--- src/pkg/charger_port_cfg.svh ---
// Purpose: Constants of the charger bus port: address, commands, resets, fields, times.
// Assumes: 25 MHz clk_i.
// Notes: Times are kept in their own unit; cycle counts are derived in the module.
`ifndef CHARGER_PORT_CFG_SVH
`define CHARGER_PORT_CFG_SVH

// ****************************************
// Bus address and command codes
// ****************************************
`define SLAVE_ADDR 7'h09
`define CMD_OPTION 8'h12
`define CMD_CURRENT 8'h14
`define CMD_VOLTAGE 8'h15
`define CMD_INTAKE 8'h3f
`define CMD_MAKER 8'hfe
`define CMD_PART 8'hff

// ****************************************
// Reset values and setting field masks
// ****************************************
`define OPTION_RST 16'hf902
`define CURRENT_RST 16'h0000
`define VOLTAGE_RST 16'h0000
`define INTAKE_RST 16'h1000
`define CURRENT_MASK 16'h1fc0
`define VOLTAGE_MASK 16'h7ff0
`define INTAKE_MASK 16'h1f80

// ****************************************
// Option word fields
// ****************************************
`define OPT_DEGLITCH_BIT 15
`define OPT_WD_HI 14
`define OPT_WD_LO 13
`define OPT_PRESENT_BIT 4
`define WD_CODE_SHORT 2'b01
`define WD_CODE_LONG 2'b11

// ****************************************
// Times
// ****************************************
`define CLK_PERIOD_NS 40
`define MS_NS 1000000
`define DEGLITCH_SHORT_MS 150
`define DEGLITCH_LONG_MS 1300
`define WD_SHORT_MS 44000
`define WD_LONG_MS 175000

`endif

--- src/pkg/charger_port_pkg.sv ---
// Purpose: Types of the charger bus port.
// Assumes: Nothing beyond the cfg header.
// Notes: States are one-hot.
`default_nettype none

package charger_port_pkg;

  // ****************************************
  // Protocol states
  // ****************************************
  typedef enum logic [8:0] {
    ST_IDLE      = 9'h001,
    ST_ADDR      = 9'h002,
    ST_ADDR_ACK  = 9'h004,
    ST_CMD       = 9'h008,
    ST_CMD_ACK   = 9'h010,
    ST_WDATA     = 9'h020,
    ST_WDATA_ACK = 9'h040,
    ST_RDATA     = 9'h080,
    ST_RDATA_ACK = 9'h100
  } port_state_t;

endpackage

`default_nettype wire

--- src/verilog/charger_port.sv ---
// Purpose: Two-wire word-access slave port of a battery charge controller, with option,
//   setting and identity words, adapter-good deglitch and charge watchdog.
// Assumes: All pin and analog-status inputs are asynchronous to clk_i; bus clock is far
//   slower than clk_i (two-flop sampling plus edge detection).
// Notes: sda is open drain; sda_oe_o high pulls the line low.
`include "charger_port_cfg.svh"
`default_nettype none

module charger_port
  import charger_port_pkg::*;
#(
  parameter int unsigned MS_CYCLES = `MS_NS / `CLK_PERIOD_NS,
  parameter int unsigned DEGLITCH_SHORT_MS = `DEGLITCH_SHORT_MS,
  parameter int unsigned DEGLITCH_LONG_MS = `DEGLITCH_LONG_MS,
  parameter int unsigned WD_SHORT_MS = `WD_SHORT_MS,
  parameter int unsigned WD_LONG_MS = `WD_LONG_MS,
  // Identity values are arbitrary
  parameter logic [15:0] MAKER_CODE = 16'h5a01,
  parameter logic [15:0] PART_CODE = 16'h00c3
) (
  // Clock and reset
  input wire logic clk_i,
  input wire logic rstn_i,
  // Bus pins
  input wire logic scl_i,
  input wire logic sda_i,
  output logic sda_o,
  output logic sda_oe_o,
  // Analog status inputs
  input wire logic supply_ok_i,
  input wire logic adapter_detect_input_i,
  input wire logic adapter_valid_i,
  input wire logic adapter_switch_fet_i,
  input wire logic boost_active_i,
  // Outputs to the charger core
  output logic adapter_good_flag_o,
  output logic charge_suspend_o,
  output logic [15:0] option_word_o,
  output logic [15:0] current_target_word_o,
  output logic [15:0] voltage_target_word_o,
  output logic [15:0] intake_limit_word_o
);

  // ****************************************
  // Input synchronisers
  // ****************************************
  logic [6:0] in_meta;
  logic [6:0] in_sync;
  logic scl_q;
  logic sda_q;

  always_ff @(posedge clk_i) begin
    if (!rstn_i) begin
      in_meta <= 7'h03;
      in_sync <= 7'h03;
      scl_q <= 1'b1;
      sda_q <= 1'b1;
    end else begin
      in_meta <= {boost_active_i, adapter_switch_fet_i, adapter_valid_i,
                  adapter_detect_input_i, supply_ok_i, sda_i, scl_i};
      in_sync <= in_meta;
      scl_q <= in_sync[0];
      sda_q <= in_sync[1];
    end
  end

  logic scl_s;
  logic sda_s;
  logic comm_en;
  logic valid_s;
  logic fet_s;
  logic boost_s;
  logic scl_rise;
  logic scl_fall;
  logic start_det;
  logic stop_det;

  assign scl_s = in_sync[0];
  assign sda_s = in_sync[1];
  assign comm_en = in_sync[2] & in_sync[3];
  assign valid_s = in_sync[4];
  assign fet_s = in_sync[5];
  assign boost_s = in_sync[6];
  assign scl_rise = scl_s & ~scl_q;
  assign scl_fall = ~scl_s & scl_q;
  assign start_det = sda_q & ~sda_s & scl_s & scl_q;
  assign stop_det = ~sda_q & sda_s & scl_s & scl_q;

  // ****************************************
  // Helpers
  // ****************************************
  function automatic logic is_target_cmd(input logic [7:0] c);
    is_target_cmd = (c == `CMD_CURRENT) || (c == `CMD_VOLTAGE);
  endfunction

  function automatic logic [15:0] read_word(input logic [7:0] c);
    case (c)
      `CMD_OPTION: read_word = option_word_o | (16'(valid_s) << `OPT_PRESENT_BIT);
      `CMD_CURRENT: read_word = current_target_word_o;
      `CMD_VOLTAGE: read_word = voltage_target_word_o;
      `CMD_INTAKE: read_word = intake_limit_word_o;
      `CMD_MAKER: read_word = MAKER_CODE;
      `CMD_PART: read_word = PART_CODE;
      default: read_word = 16'h0000;
    endcase
  endfunction

  // ****************************************
  // Bus protocol engine
  // ****************************************
  port_state_t state;
  logic [3:0] bit_cnt;
  logic [7:0] rx_byte;
  logic [7:0] tx_byte;
  logic [7:0] cmd;
  logic [7:0] lo_byte;
  logic [15:0] rd_word;
  logic [1:0] byte_idx;
  logic rw;
  logic wr_stb;
  logic [15:0] wr_data;
  logic [15:0] cmd_word;

  // A process, not an assign, so the word also follows the registers the function reads
  always_comb begin
    cmd_word = read_word(cmd);
  end

  // The port only ever drives the line low; the pull-up makes the high level.
  always_ff @(posedge clk_i) begin
    sda_o <= 1'b0;
  end

  always_ff @(posedge clk_i) begin
    if (!rstn_i) begin
      state <= ST_IDLE;
      bit_cnt <= 4'h0;
      rx_byte <= 8'h00;
      tx_byte <= 8'h00;
      cmd <= 8'h00;
      lo_byte <= 8'h00;
      rd_word <= 16'h0000;
      byte_idx <= 2'h0;
      rw <= 1'b0;
      sda_oe_o <= 1'b0;
      wr_stb <= 1'b0;
      wr_data <= 16'h0000;
    end else begin
      wr_stb <= 1'b0;
      if (!comm_en || stop_det) begin
        state <= ST_IDLE;
        sda_oe_o <= 1'b0;
      end else if (start_det) begin
        state <= ST_ADDR;
        bit_cnt <= 4'h0;
        sda_oe_o <= 1'b0;
      end else begin
        if (scl_rise && bit_cnt != 4'h8) begin
          rx_byte <= {rx_byte[6:0], sda_s};
          bit_cnt <= bit_cnt + 4'h1;
        end
        // Apart from the release on start, stop or lockout, drive changes happen on the clock's falling edge
        if (scl_fall) begin
          case (state)
            ST_ADDR: begin
              if (bit_cnt == 4'h8) begin
                if (rx_byte[7:1] == `SLAVE_ADDR) begin
                  state <= ST_ADDR_ACK;
                  sda_oe_o <= 1'b1;
                  rw <= rx_byte[0];
                end else begin
                  state <= ST_IDLE;
                end
              end
            end
            ST_ADDR_ACK: begin
              bit_cnt <= 4'h0;
              byte_idx <= 2'h0;
              if (rw) begin
                state <= ST_RDATA;
                rd_word <= cmd_word;
                tx_byte <= cmd_word[7:0];
                sda_oe_o <= ~cmd_word[7];
              end else begin
                state <= ST_CMD;
                sda_oe_o <= 1'b0;
              end
            end
            ST_CMD: begin
              if (bit_cnt == 4'h8) begin
                cmd <= rx_byte;
                state <= ST_CMD_ACK;
                sda_oe_o <= 1'b1;
              end
            end
            ST_CMD_ACK: begin
              state <= ST_WDATA;
              sda_oe_o <= 1'b0;
              bit_cnt <= 4'h0;
            end
            ST_WDATA: begin
              if (bit_cnt == 4'h8) begin
                state <= ST_WDATA_ACK;
                sda_oe_o <= 1'b1;
                if (byte_idx == 2'h0) begin
                  lo_byte <= rx_byte;
                end else if (byte_idx == 2'h1) begin
                  wr_stb <= 1'b1;
                  wr_data <= {rx_byte, lo_byte};
                end
              end
            end
            ST_WDATA_ACK: begin
              state <= ST_WDATA;
              sda_oe_o <= 1'b0;
              bit_cnt <= 4'h0;
              if (byte_idx != 2'h2) begin
                byte_idx <= byte_idx + 2'h1;
              end
            end
            ST_RDATA: begin
              if (bit_cnt == 4'h8) begin
                state <= ST_RDATA_ACK;
                sda_oe_o <= 1'b0;
                bit_cnt <= 4'h0;
              end else begin
                tx_byte <= {tx_byte[6:0], 1'b0};
                sda_oe_o <= ~tx_byte[6];
              end
            end
            ST_RDATA_ACK: begin
              // Master ack sampled into rx_byte[0]; a not-ack ends the read
              if (bit_cnt == 4'h1 && !rx_byte[0] && byte_idx == 2'h0) begin
                state <= ST_RDATA;
                byte_idx <= 2'h1;
                bit_cnt <= 4'h0;
                tx_byte <= rd_word[15:8];
                sda_oe_o <= ~rd_word[15];
              end else begin
                state <= ST_IDLE;
                sda_oe_o <= 1'b0;
              end
            end
            default: begin
              state <= ST_IDLE;
              sda_oe_o <= 1'b0;
            end
          endcase
        end
      end
    end
  end

  // ****************************************
  // Register file
  // ****************************************
  always_ff @(posedge clk_i) begin
    if (!rstn_i) begin
      option_word_o <= `OPTION_RST;
      current_target_word_o <= `CURRENT_RST;
      voltage_target_word_o <= `VOLTAGE_RST;
      intake_limit_word_o <= `INTAKE_RST;
    end else if (wr_stb) begin
      case (cmd)
        `CMD_OPTION: option_word_o <= wr_data & ~(16'h0001 << `OPT_PRESENT_BIT);
        `CMD_CURRENT: current_target_word_o <= wr_data & `CURRENT_MASK;
        `CMD_VOLTAGE: voltage_target_word_o <= wr_data & `VOLTAGE_MASK;
        `CMD_INTAKE: intake_limit_word_o <= wr_data & `INTAKE_MASK;
        default: begin
          // Identity and unknown commands ignore writes
        end
      endcase
    end
  end

  // ****************************************
  // Millisecond tick
  // ****************************************
  logic [31:0] ms_cnt;
  logic ms_tick;

  always_ff @(posedge clk_i) begin
    if (!rstn_i) begin
      ms_cnt <= 32'h0;
      ms_tick <= 1'b0;
    end else if (ms_cnt == 32'(MS_CYCLES - 1)) begin
      ms_cnt <= 32'h0;
      ms_tick <= 1'b1;
    end else begin
      ms_cnt <= ms_cnt + 32'h1;
      ms_tick <= 1'b0;
    end
  end

  // ****************************************
  // Adapter-good deglitch
  // ****************************************
  logic fet_q;
  logic fet_was_off;
  logic [10:0] deg_cnt;
  logic [10:0] deg_limit;

  // Long delay only once the adapter switch has been off; first plug-in stays short
  assign deg_limit = (fet_was_off && option_word_o[`OPT_DEGLITCH_BIT]) ?
                     11'(DEGLITCH_LONG_MS) : 11'(DEGLITCH_SHORT_MS);

  always_ff @(posedge clk_i) begin
    if (!rstn_i) begin
      fet_q <= 1'b0;
      fet_was_off <= 1'b0;
    end else begin
      fet_q <= fet_s;
      if (fet_q && !fet_s) begin
        fet_was_off <= 1'b1;
      end
    end
  end

  always_ff @(posedge clk_i) begin
    if (!rstn_i) begin
      deg_cnt <= 11'h0;
      adapter_good_flag_o <= 1'b0;
    end else if (!valid_s) begin
      deg_cnt <= 11'h0;
      adapter_good_flag_o <= 1'b0;
    end else if (!adapter_good_flag_o) begin
      if (deg_cnt >= deg_limit) begin
        adapter_good_flag_o <= 1'b1;
      end else if (ms_tick) begin
        deg_cnt <= deg_cnt + 11'h1;
      end
    end
  end

  // ****************************************
  // Charge watchdog
  // ****************************************
  logic [1:0] wd_code;
  logic wd_en;
  logic [17:0] wd_limit;
  logic [17:0] wd_cnt;

  assign wd_code = option_word_o[`OPT_WD_HI:`OPT_WD_LO];
  assign wd_en = (wd_code == `WD_CODE_SHORT) || (wd_code == `WD_CODE_LONG);
  assign wd_limit = (boost_s || wd_code == `WD_CODE_LONG) ?
                    18'(WD_LONG_MS) : 18'(WD_SHORT_MS);

  // A target write wins over a same-cycle expiry, so charging is never left suspended
  always_ff @(posedge clk_i) begin
    if (!rstn_i) begin
      wd_cnt <= 18'h0;
      charge_suspend_o <= 1'b0;
    end else if (wr_stb && is_target_cmd(cmd)) begin
      wd_cnt <= 18'h0;
      charge_suspend_o <= 1'b0;
    end else if (!wd_en) begin
      wd_cnt <= 18'h0;
      charge_suspend_o <= 1'b0;
    end else if (wd_cnt >= wd_limit) begin
      charge_suspend_o <= 1'b1;
    end else if (ms_tick) begin
      wd_cnt <= wd_cnt + 18'h1;
    end
  end

endmodule

`default_nettype wire

--- config.mk ---
export PLATFORM = sky130hd
export DESIGN_NAME = charger_port
export DESIGN_NICKNAME = d
export VERILOG_FILES = /design/src/pkg/charger_port_pkg.sv /design/src/verilog/charger_port.sv
export VERILOG_INCLUDE_DIRS = /design/src /design/src/pkg
export SDC_FILE = /design/constraint.sdc
export NUM_CORES = 1
export LEC_CHECK = 0
export ABC_CLOCK_PERIOD_IN_PS = 5900
export BUFFER_PORTS_ARGS = -buffer_cell sky130_fd_sc_hd__buf_2
export CORE_AREA = 2 2 208 159
export CTS_BUF_LIST = sky130_fd_sc_hd__clkbuf_16
export CTS_CLUSTER_SIZE = 40
export DETAILED_ROUTE_END_ITERATION = 8
export DIE_AREA = 0 0 210 161
export PLACE_DENSITY = 0.46
export SYNTH_ARGS = -nofsm -noshare
export SYNTH_HDL_FRONTEND = slang
export SYNTH_SLANG_ARGS = --single-unit
--- constraint.sdc ---
create_clock -name clk_i -period 5.9 [get_ports clk_i]
set_input_delay 1.18 -clock clk_i [delete_from_list [all_inputs] [get_ports clk_i]]
set_output_delay 1.18 -clock clk_i [all_outputs]
set_load 0.02 [all_outputs]
==> run_results.csv <==
group,metric,value,unit
synthesis,netlist.area_leader.share,0.413,
critical_path,arrival,3.41,ns
route,antenna_left,0,
timing,tightest_slew,0.940,ns
critical_path,reg2reg_setup_slack,2.86,ns
clocking,clk_pin_slew,0.08,ns
clocking,cts_resized,0,
final_layout,drive_gt1_frac,0.103,
timing,fmax,328,MHz
route,routed_wl,24.5,mm
final_layout,antenna_cells,0,
place,port_buffers,50,
synthesis,ys_types,78,
global_route,antenna_found_initial,0,
synthesis,synth-edff-count,0,
global_route,grt_pass1_vias,6964,
clocking,cts_tree,"built",
critical_path,worstSetupPathType,"register to register",
synthesis,yosys-top-cells-area,"dfxtp_1 (41%), mux2i_1 (6.5%), nor2b_1 (4.3%)",
critical_path,endpoint_kind,"register",
critical_path,reg2reg_from,"option_word_o[13]$_SDFFE_PN1P_",
pwr,leakage,4.01,nW
clocking,cts_buffers,17,
global_route,grt_pass1_wl,39.5,mm
critical_path,worstSetupStartpointType,"register",
pwr,peakVddDrop,0.111,mV
critical_path,crit_start,"option_word_o[13]$_SDFFE_PN1P_",
synthesis,netlist_area,0.00941,mm2
timing,period_needed,3.04,ns
place,hpwl,17.3,mm
place,place_congestion,0.820,
synthesis,synth_top_area_cell,"dfxtp_1",
floorplan,initial_core_util,0.295,
clocking,post_cts.repair.setup_buffers,0,
critical_path,crit_required,6.26,ns
route,drc,0,
min_path,min_path_type,"register to register",
critical_path,crit_path_end,"wd_cnt[13]$_SDFFE_PP0P_",
synthesis,async_flop_share,0,
final_layout,layout_common_cells,"dfxtp_1 (194), nand2_1 (90), nor2_1 (80)",
clocking,clock_path_buffers,2,
critical_path,reg2reg_depth,9,
floorplan,num_io_pins,77,
timing,period_share,0.516,
outcome,status,"finished, final reports clean",
final_layout,utilization,0.330,
global_route,grt-ovfl-total,0,
route,drtIter0Drc,439,
timing,report.final.setup_viol,0,
route,vias,7444,
clocking,clock-sinks,194,
timing,clock_skew,0.0190,ns
synthesis,synthCells,1066,
route,viasPerCell,4.93,
floorplan,core-area,0.0319,mm2
critical_path,worstReg2RegEnd,"wd_cnt[13]$_SDFFE_PP0P_",
clocking,h-tree-depth,4,
clocking,clockRootBuffer,"clkbuf_16",
final_layout,nFillCells,3310,
global_route,grt_max_degree,59,
critical_path,worst-path-max-fanout,24,
final_layout,area_delta_synth_final,11.7,%
synthesis,syn_avg_cell_area,8.83,um2
timing,rsz0062_at_grt,"false",
route,drt-wirelength-per-cell,16.2,um
global_route,grt_usage,0.149,
final_layout,layout_commonest_cell,"dfxtp_1",
pwr,power,0.00261,W
timing,finalHoldViolCount,0,
synthesis,synth_seq_cells,194,
floorplan,core.rowCount,57,
synthesis,ys_seq_area_frac,0.413,
pwr,p_per_area,249,mW/mm2
timing,slew_viol_final,0,
route,dr.pass1.iters,5,
floorplan,die_y,161,um
timing,relSlewSlack,0.368,
clocking,hold_buffers,0,
floorplan,die_x,210,um
job,maxCapViolations,0,
timing,setup_tns,0,ns
synthesis,ys.flop_type,"dfxtp_1",
floorplan,die_area,0.0338,mm2
final_layout,multi_input_comb_area,0.00512,mm2
clocking,clk_latency,0.46,ns
final_layout,register_area,0.00388,mm2
final_layout,final_nets,1112,
synthesis,synth_warnings,0,
==> power breakdown <==
part	internal (W)	switching, W	total [W]
Combinational	0.0000191	0.0000438	0.0000628
Sequential	0.00131	0.00000509	0.00132
Clock	0.000647	0.000584	0.00123
==> worst max-delay path, stage by stage, from the launching register on <==
cell and delay (ns):
dfxtp_1 0.38, a21oi_2 0.34, inv_1 0.12, ha_1 0.31, o21a_1 0.19, o2111ai_1 0.20
o31ai_2 0.11, a211o_1 0.56, or4b_1 0.59, a21oi_1 0.14
==> worst min path at each step <==
stage	to	from	depth (start not counted)
final	in_sync[1]$_SDFF_PN1_	in_meta[1]$_SDFF_PN1_	1
after global placement	in_sync[1]$_SDFF_PN1_	in_meta[1]$_SDFF_PN1_	1
after global routing	in_sync[0]$_SDFF_PN1_	in_meta[0]$_SDFF_PN1_	1
after floorplan	in_sync[0]$_SDFF_PN1_	in_meta[0]$_SDFF_PN1_	1
after detailed placement	in_sync[1]$_SDFF_PN1_	in_meta[1]$_SDFF_PN1_	1
after CTS	in_sync[1]$_SDFF_PN1_	in_meta[1]$_SDFF_PN1_	1
==> registers in the layout, indices dropped and copies added, names as in the netlist, 4 cells and up <==
signal / count
intake_limit_word_o: 6
bit_cnt: 4
current_target_word_o: 7
wr_data: 16
rd_word: 8
tx_byte: 7
cmd: 8
lo_byte: 8
in_sync: 7
option_word_o: 15
ms_cnt: 32
deg_cnt: 11
rx_byte: 8
in_meta: 7
wd_cnt: 18
state: 9
voltage_target_word_o: 11
==> logic make-up after synthesis <==
kind of cell    count (synthesis)  share of synthesized area
compound gates                178                      0.132
xor+xnor                       40                     0.0372
simple gates                  474                      0.274
flops                         194                      0.413
buf+inv                        98                     0.0529
other cells                     1                   0.000399
mux                            63                     0.0673
fa+ha+maj                      18                     0.0239
==> per-layer routing <==
metal / track usage / wire length [um] / vias up
met4: 0.0406 / 232 / 0
met2: 0.207 / 9930 / 99
met1: 0.228 / 13600 / 3546
li1: - / - / 3785
met3: 0.0309 / 820 / 14
met5: 0 / 0 / -
==> cell type report <==
type	count	share of cell area
repair buffers	57	0.0291
inverters	16	0.00571
multi-input cells	799	0.487
flip-flops and latches	194	0.370
clock buffers	17	0.0405
clock inverters	15	0.0187
well taps	413	0.0492
==> synth_stat cells (8+ instances only) <==
library cell,instances
buf_4,31
or3_1,15
a21boi_1,12
or4_1,10
nor3_1,13
o21ai_0,26
nor4_1,9
clkbuf_1,37
inv_1,16
a21oi_1,40
xor2_1,31
a22oi_1,12
mux2i_1,61
o21ai_1,14
nand3_1,76
nand4_1,23
buf_2,11
o31ai_1,8
nor2_1,80
and2_1,21
ha_1,18
a21boi_0,11
nor2b_1,65
nand2b_1,14
xnor2_1,9
dfxtp_1,194
and3_1,22
nand2_1,90
==> through the flow <==
| stage | hold WS (ns) | instance area (um2) | std cells | setup WS (ns) |
|---|---|---|---|---|
| after floorplan | 0.386 | 9500 | 1091 | 3.33 |
| after global placement | 0.391 | 9890 | 1479 | 2.85 |
| after detailed placement | 0.398 | 9890 | 1479 | 2.83 |
| after CTS | 0.416 | 10500 | 1511 | 2.85 |
| after global routing | 0.443 | 10500 | 1511 | 2.59 |
| final | 0.412 | 10500 | 1511 | 2.86 |
No activity file was read; power rests on OpenSTA's default activity.
